### src/core/flow_pkg.sv
// Purpose: shared constants and types for the port flow control register block
// Assumes: 32-bit axi4-lite data, 12-bit byte address space
// Notes:   field positions follow the register layout; codes below are local
package flow_pkg;
	localparam int unsigned ADDR_W = 12;
	localparam int unsigned DATA_W = 32;

	// register byte address and field positions
	localparam logic [ADDR_W-1:0] FLOW_CTRL_OFFSET = 12'h1A0;
	localparam int unsigned       BIT_BACKPRESSURE = 6;
	localparam int unsigned       BIT_CUR_DUPLEX   = 5;
	localparam int unsigned       BIT_CUR_PAUSE_RX = 4;
	localparam int unsigned       BIT_CUR_PAUSE_TX = 3;
	localparam int unsigned       BIT_PAUSE_RX     = 2;
	localparam int unsigned       BIT_PAUSE_TX     = 1;
	localparam int unsigned       BIT_MANUAL       = 0;

	// values held before the straps are captured
	localparam logic FIELD_RESET = 1'b0;

	// cycles the strap synchronisers get to settle after reset release
	localparam logic [2:0] STRAP_SETTLE_CYCLES = 3'h3;

	localparam logic [1:0] RESP_OKAY   = 2'h0;
	localparam logic [1:0] RESP_SLVERR = 2'h2;

	// interface mode of the port; codes are local to this block
	typedef enum logic [1:0] {
		MODE_INTERNAL_PHY = 2'h0,
		MODE_MII_PHY      = 2'h1,
		MODE_RMII_PHY     = 2'h2,
		MODE_MII_MAC      = 2'h3
	} port_mode_e;

	// start-up sequence, gray coded
	typedef enum logic [1:0] {
		INIT_SETTLE  = 2'h0,
		INIT_CAPTURE = 2'h1,
		INIT_RUN     = 2'h3
	} init_state_e;
endpackage

### src/core/reg_access_if.sv
// Purpose: simple register access strobes between bus front end and register bank
// Assumes: one clock domain, strobes are single-cycle pulses
// Notes:   ok and read data are answered combinationally in the strobe cycle
`timescale 1ns/10ps
interface reg_access_if;
	import flow_pkg::*;
	logic              wr_en;
	logic [ADDR_W-1:0] wr_addr;
	logic [DATA_W-1:0] wr_data;
	logic [3:0]        wr_strb;
	logic              wr_ok;
	logic              rd_en;
	logic [ADDR_W-1:0] rd_addr;
	logic [DATA_W-1:0] rd_data;
	logic              rd_ok;

	modport front (output wr_en, wr_addr, wr_data, wr_strb, rd_en, rd_addr, input wr_ok, rd_data, rd_ok);
	modport bank  (input wr_en, wr_addr, wr_data, wr_strb, rd_en, rd_addr, output wr_ok, rd_data, rd_ok);
endinterface

### src/core/strap_sync.sv
// Purpose: two-flop synchroniser for a group of strap pins
// Assumes: pins are quasi-static levels
// Notes:   first stage feeds only the second stage
`timescale 1ns/10ps
module strap_sync #(
	parameter int unsigned WIDTH = 3
) (
	input  wire logic             ref_clk,
	input  wire logic             reset,
	input  wire logic [WIDTH-1:0] pin,
	output logic      [WIDTH-1:0] level
);
	logic [WIDTH-1:0] meta_q;
	logic [WIDTH-1:0] level_q;

	// one pair of flops per pin
	for (genvar i = 0; i < WIDTH; i++) begin : g_bit
		always_ff @(posedge ref_clk) begin
			if (reset) begin
				meta_q[i]  <= 1'b0;
				level_q[i] <= 1'b0;
			end else begin
				meta_q[i]  <= pin[i];
				level_q[i] <= meta_q[i];
			end
		end
	end

	assign level = level_q;
endmodule // strap_sync

### src/core/axil_front.sv
// Purpose: axi4-lite slave front end turning bus beats into register strobes
// Assumes: one write and one read outstanding at most
// Notes:   write address and data are taken in either order
`timescale 1ns/10ps
module axil_front
	import flow_pkg::*;
(
	input  wire logic              ref_clk,
	input  wire logic              reset,
	input  wire logic [ADDR_W-1:0] awaddr,
	input  wire logic              awvalid,
	output logic                   awready,
	input  wire logic [DATA_W-1:0] wdata,
	input  wire logic [3:0]        wstrb,
	input  wire logic              wvalid,
	output logic                   wready,
	output logic      [1:0]        bresp,
	output logic                   bvalid,
	input  wire logic              bready,
	input  wire logic [ADDR_W-1:0] araddr,
	input  wire logic              arvalid,
	output logic                   arready,
	output logic      [DATA_W-1:0] rdata,
	output logic      [1:0]        rresp,
	output logic                   rvalid,
	input  wire logic              rready,
	reg_access_if.front            regs
);
	logic              aw_held_q, aw_held_d, w_held_q, w_held_d;
	logic [ADDR_W-1:0] aw_addr_q;
	logic [DATA_W-1:0] w_data_q;
	logic [3:0]        w_strb_q;
	logic              awready_q, wready_q, bvalid_q, bvalid_d, arready_q, rvalid_q, rvalid_d;
	logic [1:0]        bresp_q, rresp_q;
	logic [DATA_W-1:0] rdata_q;
	logic              aw_take, w_take, do_wr, ar_take;

	// handshakes and next state; ready drops while a beat is held so it cannot be overrun
	assign aw_take   = awvalid & awready_q;
	assign w_take    = wvalid & wready_q;
	assign do_wr     = aw_held_q & w_held_q & ~bvalid_q;
	assign ar_take   = arvalid & arready_q;
	assign aw_held_d = do_wr ? 1'b0 : (aw_held_q | aw_take);
	assign w_held_d  = do_wr ? 1'b0 : (w_held_q | w_take);
	assign bvalid_d  = do_wr | (bvalid_q & ~bready);
	assign rvalid_d  = ar_take | (rvalid_q & ~rready);

	// strobes toward the register bank
	assign regs.wr_en   = do_wr;
	assign regs.wr_addr = aw_addr_q;
	assign regs.wr_data = w_data_q;
	assign regs.wr_strb = w_strb_q;
	assign regs.rd_en   = ar_take;
	assign regs.rd_addr = araddr;

	// write path
	always_ff @(posedge ref_clk) begin
		if (reset) begin
			aw_held_q <= 1'b0;
			w_held_q  <= 1'b0;
			awready_q <= 1'b0;
			wready_q  <= 1'b0;
			bvalid_q  <= 1'b0;
			bresp_q   <= RESP_OKAY;
		end else begin
			aw_held_q <= aw_held_d;
			w_held_q  <= w_held_d;
			awready_q <= ~aw_held_d & ~bvalid_d;
			wready_q  <= ~w_held_d & ~bvalid_d;
			bvalid_q  <= bvalid_d;
			if (do_wr) begin
				bresp_q <= regs.wr_ok ? RESP_OKAY : RESP_SLVERR;
			end
		end
	end

	// payload capture needs no reset, it is only read behind the held flags
	always_ff @(posedge ref_clk) begin
		if (aw_take) begin
			aw_addr_q <= awaddr;
		end
		if (w_take) begin
			w_data_q <= wdata;
			w_strb_q <= wstrb;
		end
	end

	// read path
	always_ff @(posedge ref_clk) begin
		if (reset) begin
			arready_q <= 1'b0;
			rvalid_q  <= 1'b0;
			rresp_q   <= RESP_OKAY;
			rdata_q   <= '0;
		end else begin
			arready_q <= ~rvalid_d;
			rvalid_q  <= rvalid_d;
			if (ar_take) begin
				rdata_q <= regs.rd_ok ? regs.rd_data : '0;
				rresp_q <= regs.rd_ok ? RESP_OKAY : RESP_SLVERR;
			end
		end
	end

	assign awready = awready_q;
	assign wready  = wready_q;
	assign bvalid  = bvalid_q;
	assign bresp   = bresp_q;
	assign arready = arready_q;
	assign rvalid  = rvalid_q;
	assign rdata   = rdata_q;
	assign rresp   = rresp_q;
endmodule // axil_front

### src/core/port_flow_control_select.sv
// Purpose: flow control select and status register for switch port one
// Assumes: loader and negotiation inputs share ref_clk; strap pins are asynchronous
// Notes:   register stands alone on its own axi4-lite slave
// Function
// - bit 6 enables half-duplex forced-collision backpressure on the port.
// - bit 5 reads duplex in force, 0 full, 1 half.
// - bit 4 reads whether pause reception is active now.
// - bit 3 reads whether pause transmission is active now.
// - bit 2 enables pause frame reception when manual or negotiation off.
// - bit 1 enables pause frame generation when manual or negotiation off.
// - bit 0 clear uses negotiated pause if negotiating, else bits 1 and 2.
// - manual select applies bits 1 and 2 whenever the port is full duplex.
// - fixed mii/rmii modes hold manual select at one, read-only.
// - fixed modes reset manual to one, loader skips it; else strap default.
// - defaults come from latched straps; loader rewrites update the register.
// - writes here never touch the phy advertisement pause capability.
//
// The AXI4-Lite register port was left to the implementer.
`timescale 1ns/10ps
module port_flow_control_select
	import flow_pkg::*;
(
	input  wire logic              ref_clk,
	input  wire logic              reset,
	// axi4-lite slave
	input  wire logic [ADDR_W-1:0] s_axi_awaddr,
	input  wire logic              s_axi_awvalid,
	output logic                   s_axi_awready,
	input  wire logic [DATA_W-1:0] s_axi_wdata,
	input  wire logic [3:0]        s_axi_wstrb,
	input  wire logic              s_axi_wvalid,
	output logic                   s_axi_wready,
	output logic      [1:0]        s_axi_bresp,
	output logic                   s_axi_bvalid,
	input  wire logic              s_axi_bready,
	input  wire logic [ADDR_W-1:0] s_axi_araddr,
	input  wire logic              s_axi_arvalid,
	output logic                   s_axi_arready,
	output logic      [DATA_W-1:0] s_axi_rdata,
	output logic      [1:0]        s_axi_rresp,
	output logic                   s_axi_rvalid,
	input  wire logic              s_axi_rready,
	// configuration strap pins
	input  wire logic              backpressure_default_strap,
	input  wire logic              pause_default_strap,
	input  wire logic              manual_select_default_strap,
	// eeprom loader strap rewrite
	input  wire logic              loader_strap_write,
	input  wire logic              loader_backpressure,
	input  wire logic              loader_pause,
	input  wire logic              loader_manual,
	// port mode and negotiation result
	input  wire port_mode_e        port_if_mode,
	input  wire logic              an_enable,
	input  wire logic              an_pause_rx,
	input  wire logic              an_pause_tx,
	input  wire logic              link_half_duplex,
	// controls toward the mac
	output logic                   backpressure_active,
	output logic                   pause_rx_active,
	output logic                   pause_tx_active,
	output logic                   config_ready
);
	reg_access_if regs ();

	logic [2:0]  strap_level;
	logic        strap_bp, strap_pause, strap_manual;
	init_state_e state_q, state_d;
	logic [2:0]  settle_q, settle_d;
	logic        capture, running;

	logic        backpressure_enable_q, backpressure_enable_d;
	logic        pause_rx_enable_q, pause_rx_enable_d;
	logic        pause_tx_enable_q, pause_tx_enable_d;
	logic        manual_pause_select_q, manual_pause_select_d;

	logic        current_duplex_flag_q;
	logic        current_pause_rx_active_q, current_pause_tx_active_q;
	logic        backpressure_active_q;
	logic        config_ready_q;

	logic        fixed_mode, manual_eff, use_bits, full_duplex;
	logic        pause_rx_next, pause_tx_next, bp_next;
	logic        wr_hit, rd_hit, sw_wr, load_now;
	logic        load_bp, load_pause, load_manual;
	logic [DATA_W-1:0] readback;

	// strap pins are asynchronous, so each goes through two flops first
	strap_sync #(
		.WIDTH (3)
	) u_strap_sync (
		.ref_clk (ref_clk),
		.reset   (reset),
		.pin     ({manual_select_default_strap, pause_default_strap, backpressure_default_strap}),
		.level   (strap_level)
	);

	assign strap_bp     = strap_level[0];
	assign strap_pause  = strap_level[1];
	assign strap_manual = strap_level[2];

	// bus front end
	axil_front u_axil_front (
		.ref_clk (ref_clk),
		.reset   (reset),
		.awaddr  (s_axi_awaddr),
		.awvalid (s_axi_awvalid),
		.awready (s_axi_awready),
		.wdata   (s_axi_wdata),
		.wstrb   (s_axi_wstrb),
		.wvalid  (s_axi_wvalid),
		.wready  (s_axi_wready),
		.bresp   (s_axi_bresp),
		.bvalid  (s_axi_bvalid),
		.bready  (s_axi_bready),
		.araddr  (s_axi_araddr),
		.arvalid (s_axi_arvalid),
		.arready (s_axi_arready),
		.rdata   (s_axi_rdata),
		.rresp   (s_axi_rresp),
		.rvalid  (s_axi_rvalid),
		.rready  (s_axi_rready),
		.regs    (regs.front)
	);

	// start-up sequence: let the synchronisers settle, capture the straps once, then run
	always_comb begin
		state_d  = state_q;
		settle_d = settle_q;
		unique case (state_q)
			INIT_SETTLE: begin
				settle_d = settle_q + 3'h1;
				if (settle_q == STRAP_SETTLE_CYCLES - 3'h1) begin
					state_d = INIT_CAPTURE;
				end
			end
			INIT_CAPTURE: begin
				state_d = INIT_RUN;
			end
			INIT_RUN: begin
				state_d = INIT_RUN;
			end
			default: begin
				state_d  = INIT_SETTLE;
				settle_d = 3'h0;
			end
		endcase
	end

	// straps are caught after release, never inside the reset branch
	always_ff @(posedge ref_clk) begin
		if (reset) begin
			state_q  <= INIT_SETTLE;
			settle_q <= 3'h0;
		end else begin
			state_q  <= state_d;
			settle_q <= settle_d;
		end
	end

	assign capture = (state_q == INIT_CAPTURE);
	assign running = (state_q == INIT_RUN);

	// address decode; one word, anything else answers slave error
	assign wr_hit       = (regs.wr_addr == FLOW_CTRL_OFFSET);
	assign rd_hit       = (regs.rd_addr == FLOW_CTRL_OFFSET);
	assign regs.wr_ok   = wr_hit;
	assign regs.rd_ok   = rd_hit;

	// only the low byte holds fields, so only its strobe commits a write
	assign sw_wr = regs.wr_en & wr_hit & regs.wr_strb[0] & running;

	// fixed interface modes have no negotiation and force manual select
	assign fixed_mode = (port_if_mode != MODE_INTERNAL_PHY);

	// strap load source: reset capture first, then loader rewrites
	assign load_now    = capture | (running & loader_strap_write);
	assign load_bp     = capture ? strap_bp : loader_backpressure;
	assign load_pause  = capture ? strap_pause : loader_pause;
	assign load_manual = capture ? strap_manual : loader_manual;

	// backpressure enable; a loader rewrite in the same cycle beats software
	assign backpressure_enable_d = load_now ? load_bp :
	                               sw_wr ? regs.wr_data[BIT_BACKPRESSURE] :
	                               backpressure_enable_q;

	// pause enables share one full-duplex pause strap
	assign pause_rx_enable_d = load_now ? load_pause :
	                           sw_wr ? regs.wr_data[BIT_PAUSE_RX] :
	                           pause_rx_enable_q;
	assign pause_tx_enable_d = load_now ? load_pause :
	                           sw_wr ? regs.wr_data[BIT_PAUSE_TX] :
	                           pause_tx_enable_q;

	// manual select: held at one in fixed modes, where neither software nor loader reach it
	assign manual_pause_select_d = fixed_mode ? 1'b1 :
	                               load_now ? load_manual :
	                               sw_wr ? regs.wr_data[BIT_MANUAL] :
	                               manual_pause_select_q;

	// register fields; writes land here only and never reach the phy advertisement
	always_ff @(posedge ref_clk) begin
		if (reset) begin
			backpressure_enable_q <= FIELD_RESET;
			pause_rx_enable_q     <= FIELD_RESET;
			pause_tx_enable_q     <= FIELD_RESET;
			manual_pause_select_q <= FIELD_RESET;
		end else begin
			backpressure_enable_q <= backpressure_enable_d;
			pause_rx_enable_q     <= pause_rx_enable_d;
			pause_tx_enable_q     <= pause_tx_enable_d;
			manual_pause_select_q <= manual_pause_select_d;
		end
	end

	// the forced value also covers the cycle after a mode change, before the flop follows
	assign manual_eff  = fixed_mode | manual_pause_select_q;
	assign use_bits    = manual_eff | ~an_enable;
	assign full_duplex = ~link_half_duplex;

	// pause is a full-duplex mechanism; half duplex uses backpressure instead
	assign pause_rx_next = running & full_duplex &
	                       (use_bits ? pause_rx_enable_q : an_pause_rx);
	assign pause_tx_next = running & full_duplex &
	                       (use_bits ? pause_tx_enable_q : an_pause_tx);
	assign bp_next       = running & link_half_duplex & backpressure_enable_q;

	// settings in force; registered so the mac sees glitch-free levels
	always_ff @(posedge ref_clk) begin
		if (reset) begin
			current_duplex_flag_q     <= 1'b0;
			current_pause_rx_active_q <= 1'b0;
			current_pause_tx_active_q <= 1'b0;
			backpressure_active_q     <= 1'b0;
			config_ready_q            <= 1'b0;
		end else begin
			current_duplex_flag_q     <= link_half_duplex;
			current_pause_rx_active_q <= pause_rx_next;
			current_pause_tx_active_q <= pause_tx_next;
			backpressure_active_q     <= bp_next;
			config_ready_q            <= running;
		end
	end

	// readback word; status bits lag their inputs by one cycle
	always_comb begin
		readback                   = '0;
		readback[BIT_BACKPRESSURE] = backpressure_enable_q;
		readback[BIT_CUR_DUPLEX]   = current_duplex_flag_q;
		readback[BIT_CUR_PAUSE_RX] = current_pause_rx_active_q;
		readback[BIT_CUR_PAUSE_TX] = current_pause_tx_active_q;
		readback[BIT_PAUSE_RX]     = pause_rx_enable_q;
		readback[BIT_PAUSE_TX]     = pause_tx_enable_q;
		readback[BIT_MANUAL]       = manual_eff;
	end

	assign regs.rd_data = readback;

	// outputs straight from flops
	assign backpressure_active = backpressure_active_q;
	assign pause_rx_active     = current_pause_rx_active_q;
	assign pause_tx_active     = current_pause_tx_active_q;
	assign config_ready        = config_ready_q;
endmodule // port_flow_control_select

### config.mk
export PLATFORM = sky130hd
export DESIGN_NAME = port_flow_control_select
export DESIGN_NICKNAME = d
export VERILOG_FILES = /design/src/core/flow_pkg.sv /design/src/core/reg_access_if.sv /design/src/core/strap_sync.sv /design/src/core/axil_front.sv /design/src/core/port_flow_control_select.sv
export SDC_FILE = /design/constraint.sdc
export NUM_CORES = 1
export LEC_CHECK = 0
export BUFFER_PORTS_ARGS = -buffer_cell sky130_fd_sc_hd__buf_2
export CAP_MARGIN = 20
export CORE_UTILIZATION = 46
export DETAILED_ROUTE_END_ITERATION = 12
export HOLD_SLACK_MARGIN = 0.15
export PLACE_DENSITY_LB_ADDON = 0.08
export RECOVER_POWER = 100
export SLEW_MARGIN = 30
export SYNTH_ARGS = -nofsm -noshare
export SYNTH_HDL_FRONTEND = slang
export SYNTH_SLANG_ARGS = --single-unit
### constraint.sdc
create_clock -name ref_clk -period 2.2 [get_ports ref_clk]
set_clock_uncertainty 0.05 [all_clocks]
set_input_delay 0.22 -clock ref_clk [delete_from_list [all_inputs] [get_ports ref_clk]]
set_output_delay 0.22 -clock ref_clk [all_outputs]
set_load 0.02 [all_outputs]
* After elaboration in Yosys (flattened, before gate mapping)
Cells that the tools add are included.
W data, S select, Z words.
** Word-level totals
- Flip-flop bits (word level) :: 83
- Input port bits :: 80
- Output and inout port bits :: 45
- Word-level logic and storage cells :: 98
** Operators by class
- Add/subtract/negate cells :: 1
- Equal/unequal tests :: 6
- Mux-type cells :: 22
- Bitwise operators :: 34
- Reductions and logical operators :: 5
** Operators by type and width (number)
- $eq A12 B9 Y1 const B :: 2
- $and A1 B1 Y1 :: 18
- $mux W1 :: 16
- $not A1 Y1 :: 9
- $mux W7 :: 1
- $or A1 B1 Y1 :: 7
- $mux W2 :: 3
- $pmux W3 S2 :: 1
- $pmux W2 S2 :: 1
- $reduce_bool A2 Y1 :: 2
- $add A3 B1 Y3 const B :: 1
- $eq A3 B2 Y1 const B :: 1
- $reduce_bool A3 Y1 :: 1
- $eq A2 B1 Y1 const B :: 1
- $eq A2 B2 Y1 const B :: 1
- $logic_not A2 Y1 :: 1
- $ne A2 B2 Y1 const B :: 1
- $reduce_or A2 Y1 :: 1

* Longest topological paths before layout
Gate-level depths: netlist (run 1).
- Depth after elaboration :: 8
- Depth in mapped cells :: 5

* Modules after synthesis
A second synthesis (run 1) with hierarchy kept.
** Unflattened totals
- Cell total of the unflattened synthesis :: 334
- Area, all modules :: 4220.3 um^2
** Modules (own cells, without submodules)
- axil_front :: times used 1, cells an instance 240, area an instance 3315.7 um^2
- port_flow_control_select :: times used 1, cells an instance 82, area an instance 747.0 um^2
- strap_sync :: times used 1, cells an instance 12, area an instance 157.7 um^2

* Least setup slack after synthesis (run 1)
No wires, ideal clock.
- Kind :: reg-to-reg
- From :: register u_axil_front.bvalid_q, in the netlist u_axil_front.bvalid
- To :: register backpressure_enable_q
- Data arrival time :: 1367 ps
- Slack :: 659 ps
- Cell stages (with the launch flop) :: 6
- Path buffers :: 1
- Period minus slack after synthesis :: 1541 ps
- Cell sequence :: dfxtp_1 -> and3b_1 -> buf_2 -> nand4_1 -> o21a_1 -> mux2_1
** On the way
- Longest elaborated chain between the ends :: 6
** Ends and longest elaborated chain
- start, declared :: RTL line axil_front.sv:33 : logic awready_q, wready_q, bvalid_q, bvalid_d, arready_q, rvalid_q, rvalid_d;
- start signal, assigned :: RTL line axil_front.sv:70 : bvalid_q <= bvalid_d;
- $not A1 Y1 :: RTL line axil_front.sv:41 : assign do_wr = aw_held_q & w_held_q & ~bvalid_q;
- $and A1 B1 Y1 :: RTL line axil_front.sv:41
- $and A1 B1 Y1 (3 in a row) :: RTL line port_flow_control_select.sv:171 : assign sw_wr = regs.wr_en & wr_hit & regs.wr_strb[0] & running;
- $reduce_bool A2 Y1 (no line)
- end signal, assigned :: RTL line port_flow_control_select.sv:209 : backpressure_enable_q <= backpressure_enable_d;
- end, declared :: RTL line port_flow_control_select.sv:72 : logic backpressure_enable_q, backpressure_enable_d;
No other way between the ends.
A chain may end at the register's enable or synchronous reset.

* Final worst setup path (run 1)
- From :: register u_axil_front.arready_q, in the netlist u_axil_front.arready
- To :: register u_axil_front.rdata_q[3], in the netlist u_axil_front.rdata[3]
** On the way
- Longest elaborated chain between the ends :: 1
** Ends and longest elaborated chain
- start, declared :: RTL line axil_front.sv:33
- start signal, assigned :: RTL line axil_front.sv:96 : arready_q <= ~rvalid_d;
- $and A1 B1 Y1 :: RTL line axil_front.sv:42 : assign ar_take = arvalid & arready_q;
- end signal, assigned :: RTL line axil_front.sv:99 : rdata_q <= regs.rd_ok ? regs.rd_data : '0;
- end, declared :: RTL line axil_front.sv:35 : logic [DATA_W-1:0] rdata_q;
No other way between the ends.

==> results of run 1 <==
==> power groups by stage <==
stage / combinational [uW] / clock (uW) / sequential (uW)
2_1_floorplan: 263 / 0 / 1170
3_3_place_gp: 310 / 0 / 1180
3_5_place_dp: 312 / 0 / 1180
4_1_cts: 344 / 654 / 1160
5_1_grt: 380 / 685 / 1170
6_report: 339 / 632 / 1160
==> cell type report <==
type                       count  share of cell area, %
sequential                    53                   45.7
tap                           52                   2.42
clock inverter                 3                   1.53
timing repair buffer          90                   20.0
multi-input combinational    128                   27.0
clock buffer                   5                   2.56
inverter                       6                  0.836
==> registers in the layout (all words and copies together) (netlist names), 2 cells and up <==
| register | count |
|---|---|
| settle_q | 3 |
| state_q | 2 |
| u_axil_front.rdata | 7 |
| u_axil_front.regs.wr_addr | 12 |
| u_axil_front.regs.wr_data | 4 |
| u_strap_sync.level | 3 |
| u_strap_sync.meta_q | 3 |
==> critical path: stages, from the launching register on <==
cell     delay, ns
dfxtp_1       0.36
nand2_1       0.23
nor4_2        0.78
a22oi_1       0.14
nor2_1        0.12
==> per-stage QoR <==
stage | util, % | cells
floorplan | - | 220
global placement | 54.7 | 307
detailed placement | 54.7 | 307
CTS | 62.2 | 337
global route | 61.4 | 337
finish | 61.4 | 337
==> layer usage <==
layer  up-vias  track usage (%)
met3         5             5.38
met5         -                0
met1       659             18.2
li1        803                -
met2        73             26.3
met4         0             4.67
==> cells by family after synthesis <==
group,Yosys count
AO/OA/AOI/OAI,25
adder cells (fa/ha/maj),2
buffers and inverters,39
flip-flops,53
multiplexers,5
other,1
AND/OR/NAND/NOR,69
==> how the worst max path moves through the flow <==
| stage | start | end | slack [ns] |
|---|---|---|---|
| floorplan | u_axil_front.bvalid | backpressure_enable_q | 0.66 |
| global placement | u_axil_front.regs.wr_addr[9] | manual_pause_select_q | 0.53 |
| detailed placement | s_axi_araddr[9] | u_axil_front.rdata[3] | 0.50 |
| CTS | u_axil_front.regs.wr_addr[4] | backpressure_enable_q | 0.50 |
| global route | u_axil_front.arready | u_axil_front.rdata[1] | 0.28 |
| finish | u_axil_front.arready | u_axil_front.rdata[3] | 0.46 |
==> cells in the final DEF, fill, tap and decap left out, types with 3 or more instances in the layout <==
master          n
clkbuf_1       20
nand2_1         7
nor3_1          9
nor4_1          3
nor2b_1        12
clkbuf_8        5
nand3_1         3
inv_1           6
o21ai_0         4
a22oi_1         6
mux2i_1         3
dfxtp_1        36
conb_1         27
nor2_1         19
a21oi_1         7
edfxtp_1       17
buf_2          47
dlygate4sd3_1  22
==> repair_timing <==
action | 4_1_cts | 5_1_grt
endpoints found under the hold margin | 25 | 0
hold buffers | 22 | 0
resized for setup | 0 | 0
==> key figures, run 1 <==
Outcome
  – Status: finished clean

STA
  – Final setup fails: 0
  – RSZ-0062 raised after global routing: false
  – Max-slew violation count: 0
  – Slew headroom: about 41%
  – Highest clock rate: 573 MHz
  – Endpoints failing hold: 0
  – Total negative slack: 0 ns
  – Final period util: around four fifths
  – Slew @ Worst Pin: 0.891 ns
  – Final worst setup slack: roughly 0.46 ns
  – Fin crit period: between 1.5 and 2 ns
  – Worst hold slack: roughly 0.16 ns

Die
  – I/O pin count: 125
  – Die boundary height: ~70 um
  – Initial core utilization: between 40% and 50%
  – Die width: 69.8 um
  – DIE AREA: between 4000 and 5000 um^2
  – FP Rows: 24
  – Core Region: 4380 um^2

Detailed routing
  – DR top layer: met4
  – Wire length per cell: approximately 11 um
  – Wire length on met1: about 1.6 mm
  – DR iter-0 viols: 50
  – Met3 wire len: 321 um
  – Post-DR vias/cell: around 4.6
  – DRC viols: 0
  – Total number of vias: around 1500
  – Remaining antenna violation count: 0
  – Final wirelength: between 3 and 4 mm
  – Drt first pass iters: 4
  – Routed wl met2: between 1.5 and 2 mm

Worst setup path
  – Critical Path AT: around 1.9 ns
  – RR Startpoint: u_axil_front.arready
  – CP endpoint kind: flop
  – Reg-to-reg critical path endpoint: u_axil_front.rdata[3]
  – Reg2reg setup slack: between 0.4 and 0.5 ns
  – Startpoint types: flop
  – Worst Path Required: roughly 2.4 ns
  – Crit Path Category: reg -> reg
  – Max FO, Critical Path: 10
  – Worst-case reg-to-reg path depth: 4

Cells and area
  – Sequential cell area: between 1000 and 1500 um^2
  – Area Overhead vs Synth: 27.2%
  – Post-route cell area: approximately 2700 um^2
  – Area of the multi-input gates: about 730 um^2
  – Fillers: around 380
  – Antenna Diode Count: 0
  – Layout cells sized above 1: 20.0%
  – Fin nets: ~370

Synthesis
  – Most frequent cells after synthesis: 36 x dfxtp_1, 27 x buf_4, 19 x nor2_1, 17 x edfxtp_1, 12 x nor2b_1
  – Seq/Total Area, Yosys: around three fifths
  – Yosys top cell by area: dfxtp_1
  – Fraction of the mapped netlist area in simple logic gates: roughly a fifth
  – Largest cells by area after synthesis: dfxtp_1 34%, edfxtp_1 24%, buf_4 9.6%, nor2b_1 3.5%, nor2_1 3.4%
  – Synth Flop Type: dfxtp_1
  – Most numerous cell in the Yosys netlist: dfxtp_1
  – FF+latch count, synth: 53
  – Largest family of logic cells by synthesized area: simple AND/OR/NAND/NOR gates
  – Post-synthesis mux area share: 2.48%
  – Synth Area in Adders: 1.18%
  – XOR/XNOR Fraction of Synth Area: 0%
  – Compound-Gate Fraction of Synth Area: 7.62%
  – FFs w/ async S/R, synth: 0%
  – Syn Std Cell Area: approximately 2100 um^2
  – Post-Syn Instances: 194
  – Yosys warning count: 0
  – Cell variety after synth: 38
  – Syn_area_per_cell: approximately 11 um^2
  – Post-synth EDFFs: 17
  – Post-synth top area share: ~34%

Power
  – Lkg Pwr: between 0.001 and 0.0015 uW
  – Sw Pwr: 546 uW
  – Sw Ratio: between 20% and 30%
  – Max VDD drop: 0.468 mV
  – Comb power frac: roughly 16%
  – Internal power: 1580 uW
  – Pwr Total: ~2100 uW
  – Power per cell area: around 790 nW/um^2
  – Seq pwr share: between 50% and 60%
  – Clk pwr share: 29.7%

Placed design
  – Placed cell areas: 2400 um^2
  – Port bufs: 66
  – Detailed placement HPWL: roughly 2.5 mm
  – GPL Wtd Cong: 0.771
  – Dpl ws: 0.499 ns

Clocking
  – Root buffer cell: clkbuf_8
  – CTS tree: yes
  – TritonCTS Buffers: 5
  – Clk_lat worst skew: approximately 0.30 ns
  – # Post-CTS Setup Buffers: 0
  – Clock sink total: 53
  – Max clock buf depth: 2
  – Htree depth: 2
  – Clk slew on worst S/H paths: around 0.090 ns

Hold path
  – Hold EP: u_axil_front.rvalid
  – Hold crit path type: in -> reg
  – Worst hold stages: 3
  – Hold Crit Start: s_axi_rready

GRT
  – Vias in the first global route: ~1400
  – Initial antenna violation count: 0
  – Gr usage total: between 15 and 20%
  – First-pass GRT wire length: slightly below 6 mm
  – Largest net degree at the start of global routing: 22
  – Grt ovf: 0

Flow run
  – Max-cap viol count: 0
No activity file was read; power rests on OpenSTA's default activity.
==> run 2: changes to the inputs <==
- CORE_UTILIZATION: 46 -> 39
- clock period: 2.2 -> 1.6 ns (I/O delays scaled with it)
==> key figures, run 2 (synthesized netlist as in run 1, its figures left out) <==
Outcome
  – Status: finished clean

Worst setup path
  – Crit path from: u_axil_front.regs.wr_addr[1]
  – Reg-to-reg critical path endpoint: backpressure_enable_q
  – Crit path max-delay cell type: edfxtp_1
  – Worst Path Required: 1.75 ns (-0.64 ns)
  – CP endpoint kind: flop
  – Critical Path AT: 1.71 ns (-0.22 ns)
  – Worst-case reg-to-reg path depth: 4 (unchanged)
  – RR Startpoint: u_axil_front.regs.wr_addr[1]
  – Startpoint types: flop
  – Crit path cell chain: nor4b_2 -> nand3_1 -> o21a_2 -> mux2_4
  – Max FO, Critical Path: 4 (-6)
  – Largest stage delay on the critical path: 0.39 ns (-0.39 ns)
  – Reg2reg setup slack: 0.04 ns (-0.41 ns)
  – Crit Path Category: reg -> reg

Detailed routing
  – DRC viols: 0 (unchanged)
  – Wire length per cell: 10.8 um (-1.5%)
  – Total number of vias: 1602 (+4.0%)
  – DR iter-0 viols: 27 (-46%)
  – Post-DR vias/cell: 4.37 (-4.5%)
  – Drt first pass iters: 5 (+1)
  – Final wirelength: 3.98 mm (+7.3%)
  – Remaining antenna violation count: 0 (unchanged)

Clocking
  – Htree depth: 2 (unchanged)
  – CTS tree: yes
  – Root buffer cell: clkbuf_8
  – TritonCTS Buffers: 5 (unchanged)
  – Clk_lat worst skew: 0.30 ns (about the same)
  – Clock sink total: 53 (unchanged)
  – Max clock buf depth: 2 (unchanged)
  – Clk slew on worst S/H paths: 0.10 ns (about the same)

Cells and area
  – Layout cells sized above 1: 23.2% (+3.2 points)
  – Commonest non-fill, non-tap cells in the layout: 46 x buf_2, 36 x dfxtp_1, 27 x conb_1
  – Antenna Diode Count: 0 (unchanged)
  – Largest register FFs: 12 (unchanged)
  – Post-route cell area: 2850 um^2 (+5.8%)
  – Fin nets: 378 (+3.3%)
  – Non-filler cells, final: 367 (+8.9%)
  – Fillers: 477 (+26%)
  – Commonest non-fill, non-tap cell in the layout: buf_2
  – Area Overhead vs Synth: 34.5%

STA
  – RSZ-0062 raised after global routing: true
  – Endpoints failing hold: 0 (unchanged)
  – Final setup fails: 0 (unchanged)
  – Fin crit period: 1.56 ns (-0.187 ns)
  – Final period util: 97.4% (+18 points)
  – Highest clock rate: 642 MHz (+12%)
  – Slew @ Worst Pin: 0.705 ns (-0.186 ns)
  – Total negative slack: 0 ns (unchanged)
  – Final worst setup slack: 0.0421 ns (-0.413 ns)
  – Slew headroom: 53.0% (+12 points)
  – Max-slew violation count: 0 (unchanged)
  – Worst hold slack: 0.200 ns (+0.0363 ns)

Die
  – Initial core utilization: 40.9% (-7.4 points)
  – I/O pin count: 125 (unchanged)
  – FP Rows: 26 (+8.3%)
  – DIE AREA: 5730 um^2 (+17%)
  – Die boundary height: 75.7 um (+8.4%)
  – Core Region: 5170 um^2 (+18%)
  – Die width: 75.7 um (+8.4%)

GRT
  – Initial antenna violation count: 0 (unchanged)
  – Vias in the first global route: 1411 (+3.4%)
  – First-pass GRT wire length: 6.02 mm (+1.5%)
  – Grt ovf: 0 (unchanged)
  – Largest net degree at the start of global routing: 23 (+4.5%)
  – Gr usage total: 14.2% (-1.3 points)

Power
  – Power per cell area: 1060 nW/um^2 (+34%)
  – Max VDD drop: 0.532 mV (+14%)
  – Lkg Pwr: 0.00118 uW (+5.7%)

Placed design
  – Port bufs: 66 (unchanged)
  – GPL Wtd Cong: 0.744 (-3.5%)
  – Cells after DPL: 332 (+8.1%)
  – Placed cell areas: 2470 um^2 (+3.1%)
  – Detailed placement HPWL: 2.76 mm (+10%)
  – Dpl ws: -0.118 ns (-0.617 ns)

Hold path
  – Worst hold stages: 2 (-1)
  – Hold crit path type: in -> reg
  – Hold EP: settle_q[1]
  – Hold Crit Start: reset

Flow run
  – Max-cap viol count: 0 (unchanged)
==> run 2: cell type report <==
cell class                 instances  area (um^2)  area share [%]
tap                               70         87.6            3.08
timing repair buffer             102          619            21.7
multi-input combinational        128          772            27.1
clock buffer                       5         68.8            2.42
clock inverter                     3         46.3            1.63
inverter                           6         22.5           0.791
sequential                        53         1230            43.2
==> run 2: power by group <==
part           leakage (uW)  switching, uW  internal [uW]
clock             0.0000543            438            468
combinational      0.000670            288            249
sequential         0.000452           79.1           1500
==> run 2: worst max path at each step <==
stage	end	depth (start not counted)
final	backpressure_enable_q	4
after global routing	backpressure_enable_q	4
after CTS	backpressure_enable_q	4
after detailed placement	backpressure_enable_q	4
after global placement	manual_pause_select_q	4
after floorplan	backpressure_enable_q	5
==> run 2: per-stage QoR <==
stage | utilization, % | power (uW)
global placement | 47.8 | 2080
CTS | 55.5 | 3060
global route | 55.1 | 3190
detailed placement | 47.8 | 2090
floorplan | - | 1970
finish | 55.1 | 3030
==> run 2: timing repair <==
action / CTS / global route
setup endpoints to repair: 4 / 4
hold endpoints to repair: 28 / 0
buffers inserted: 1 / 0
hold buffers: 26 / 0
pin swaps: 3 / 2
gates resized for setup: 4 / 4
==> run 2: worst max-delay path, delay by kind of cell (launching register included) <==
kind / cells / cell delay (ns)
AND/OR/NAND/NOR: 2 / 0.45
flip-flops: 1 / 0.39
multiplexers: 1 / 0.30
AO/OA/AOI/OAI: 1 / 0.27
==> run 2: per-layer routing <==
| metal | up-vias | part of all wire [%] | global-route usage (%) |
|---|---|---|---|
| li1 | 824 | - | - |
| met1 | 704 | 45 | 16.6 |
| met2 | 70 | 47 | 24.7 |
| met3 | 4 | 7.2 | 4.23 |
| met4 | 0 | 0.88 | 4.94 |
| met5 | - | 0 | 0 |
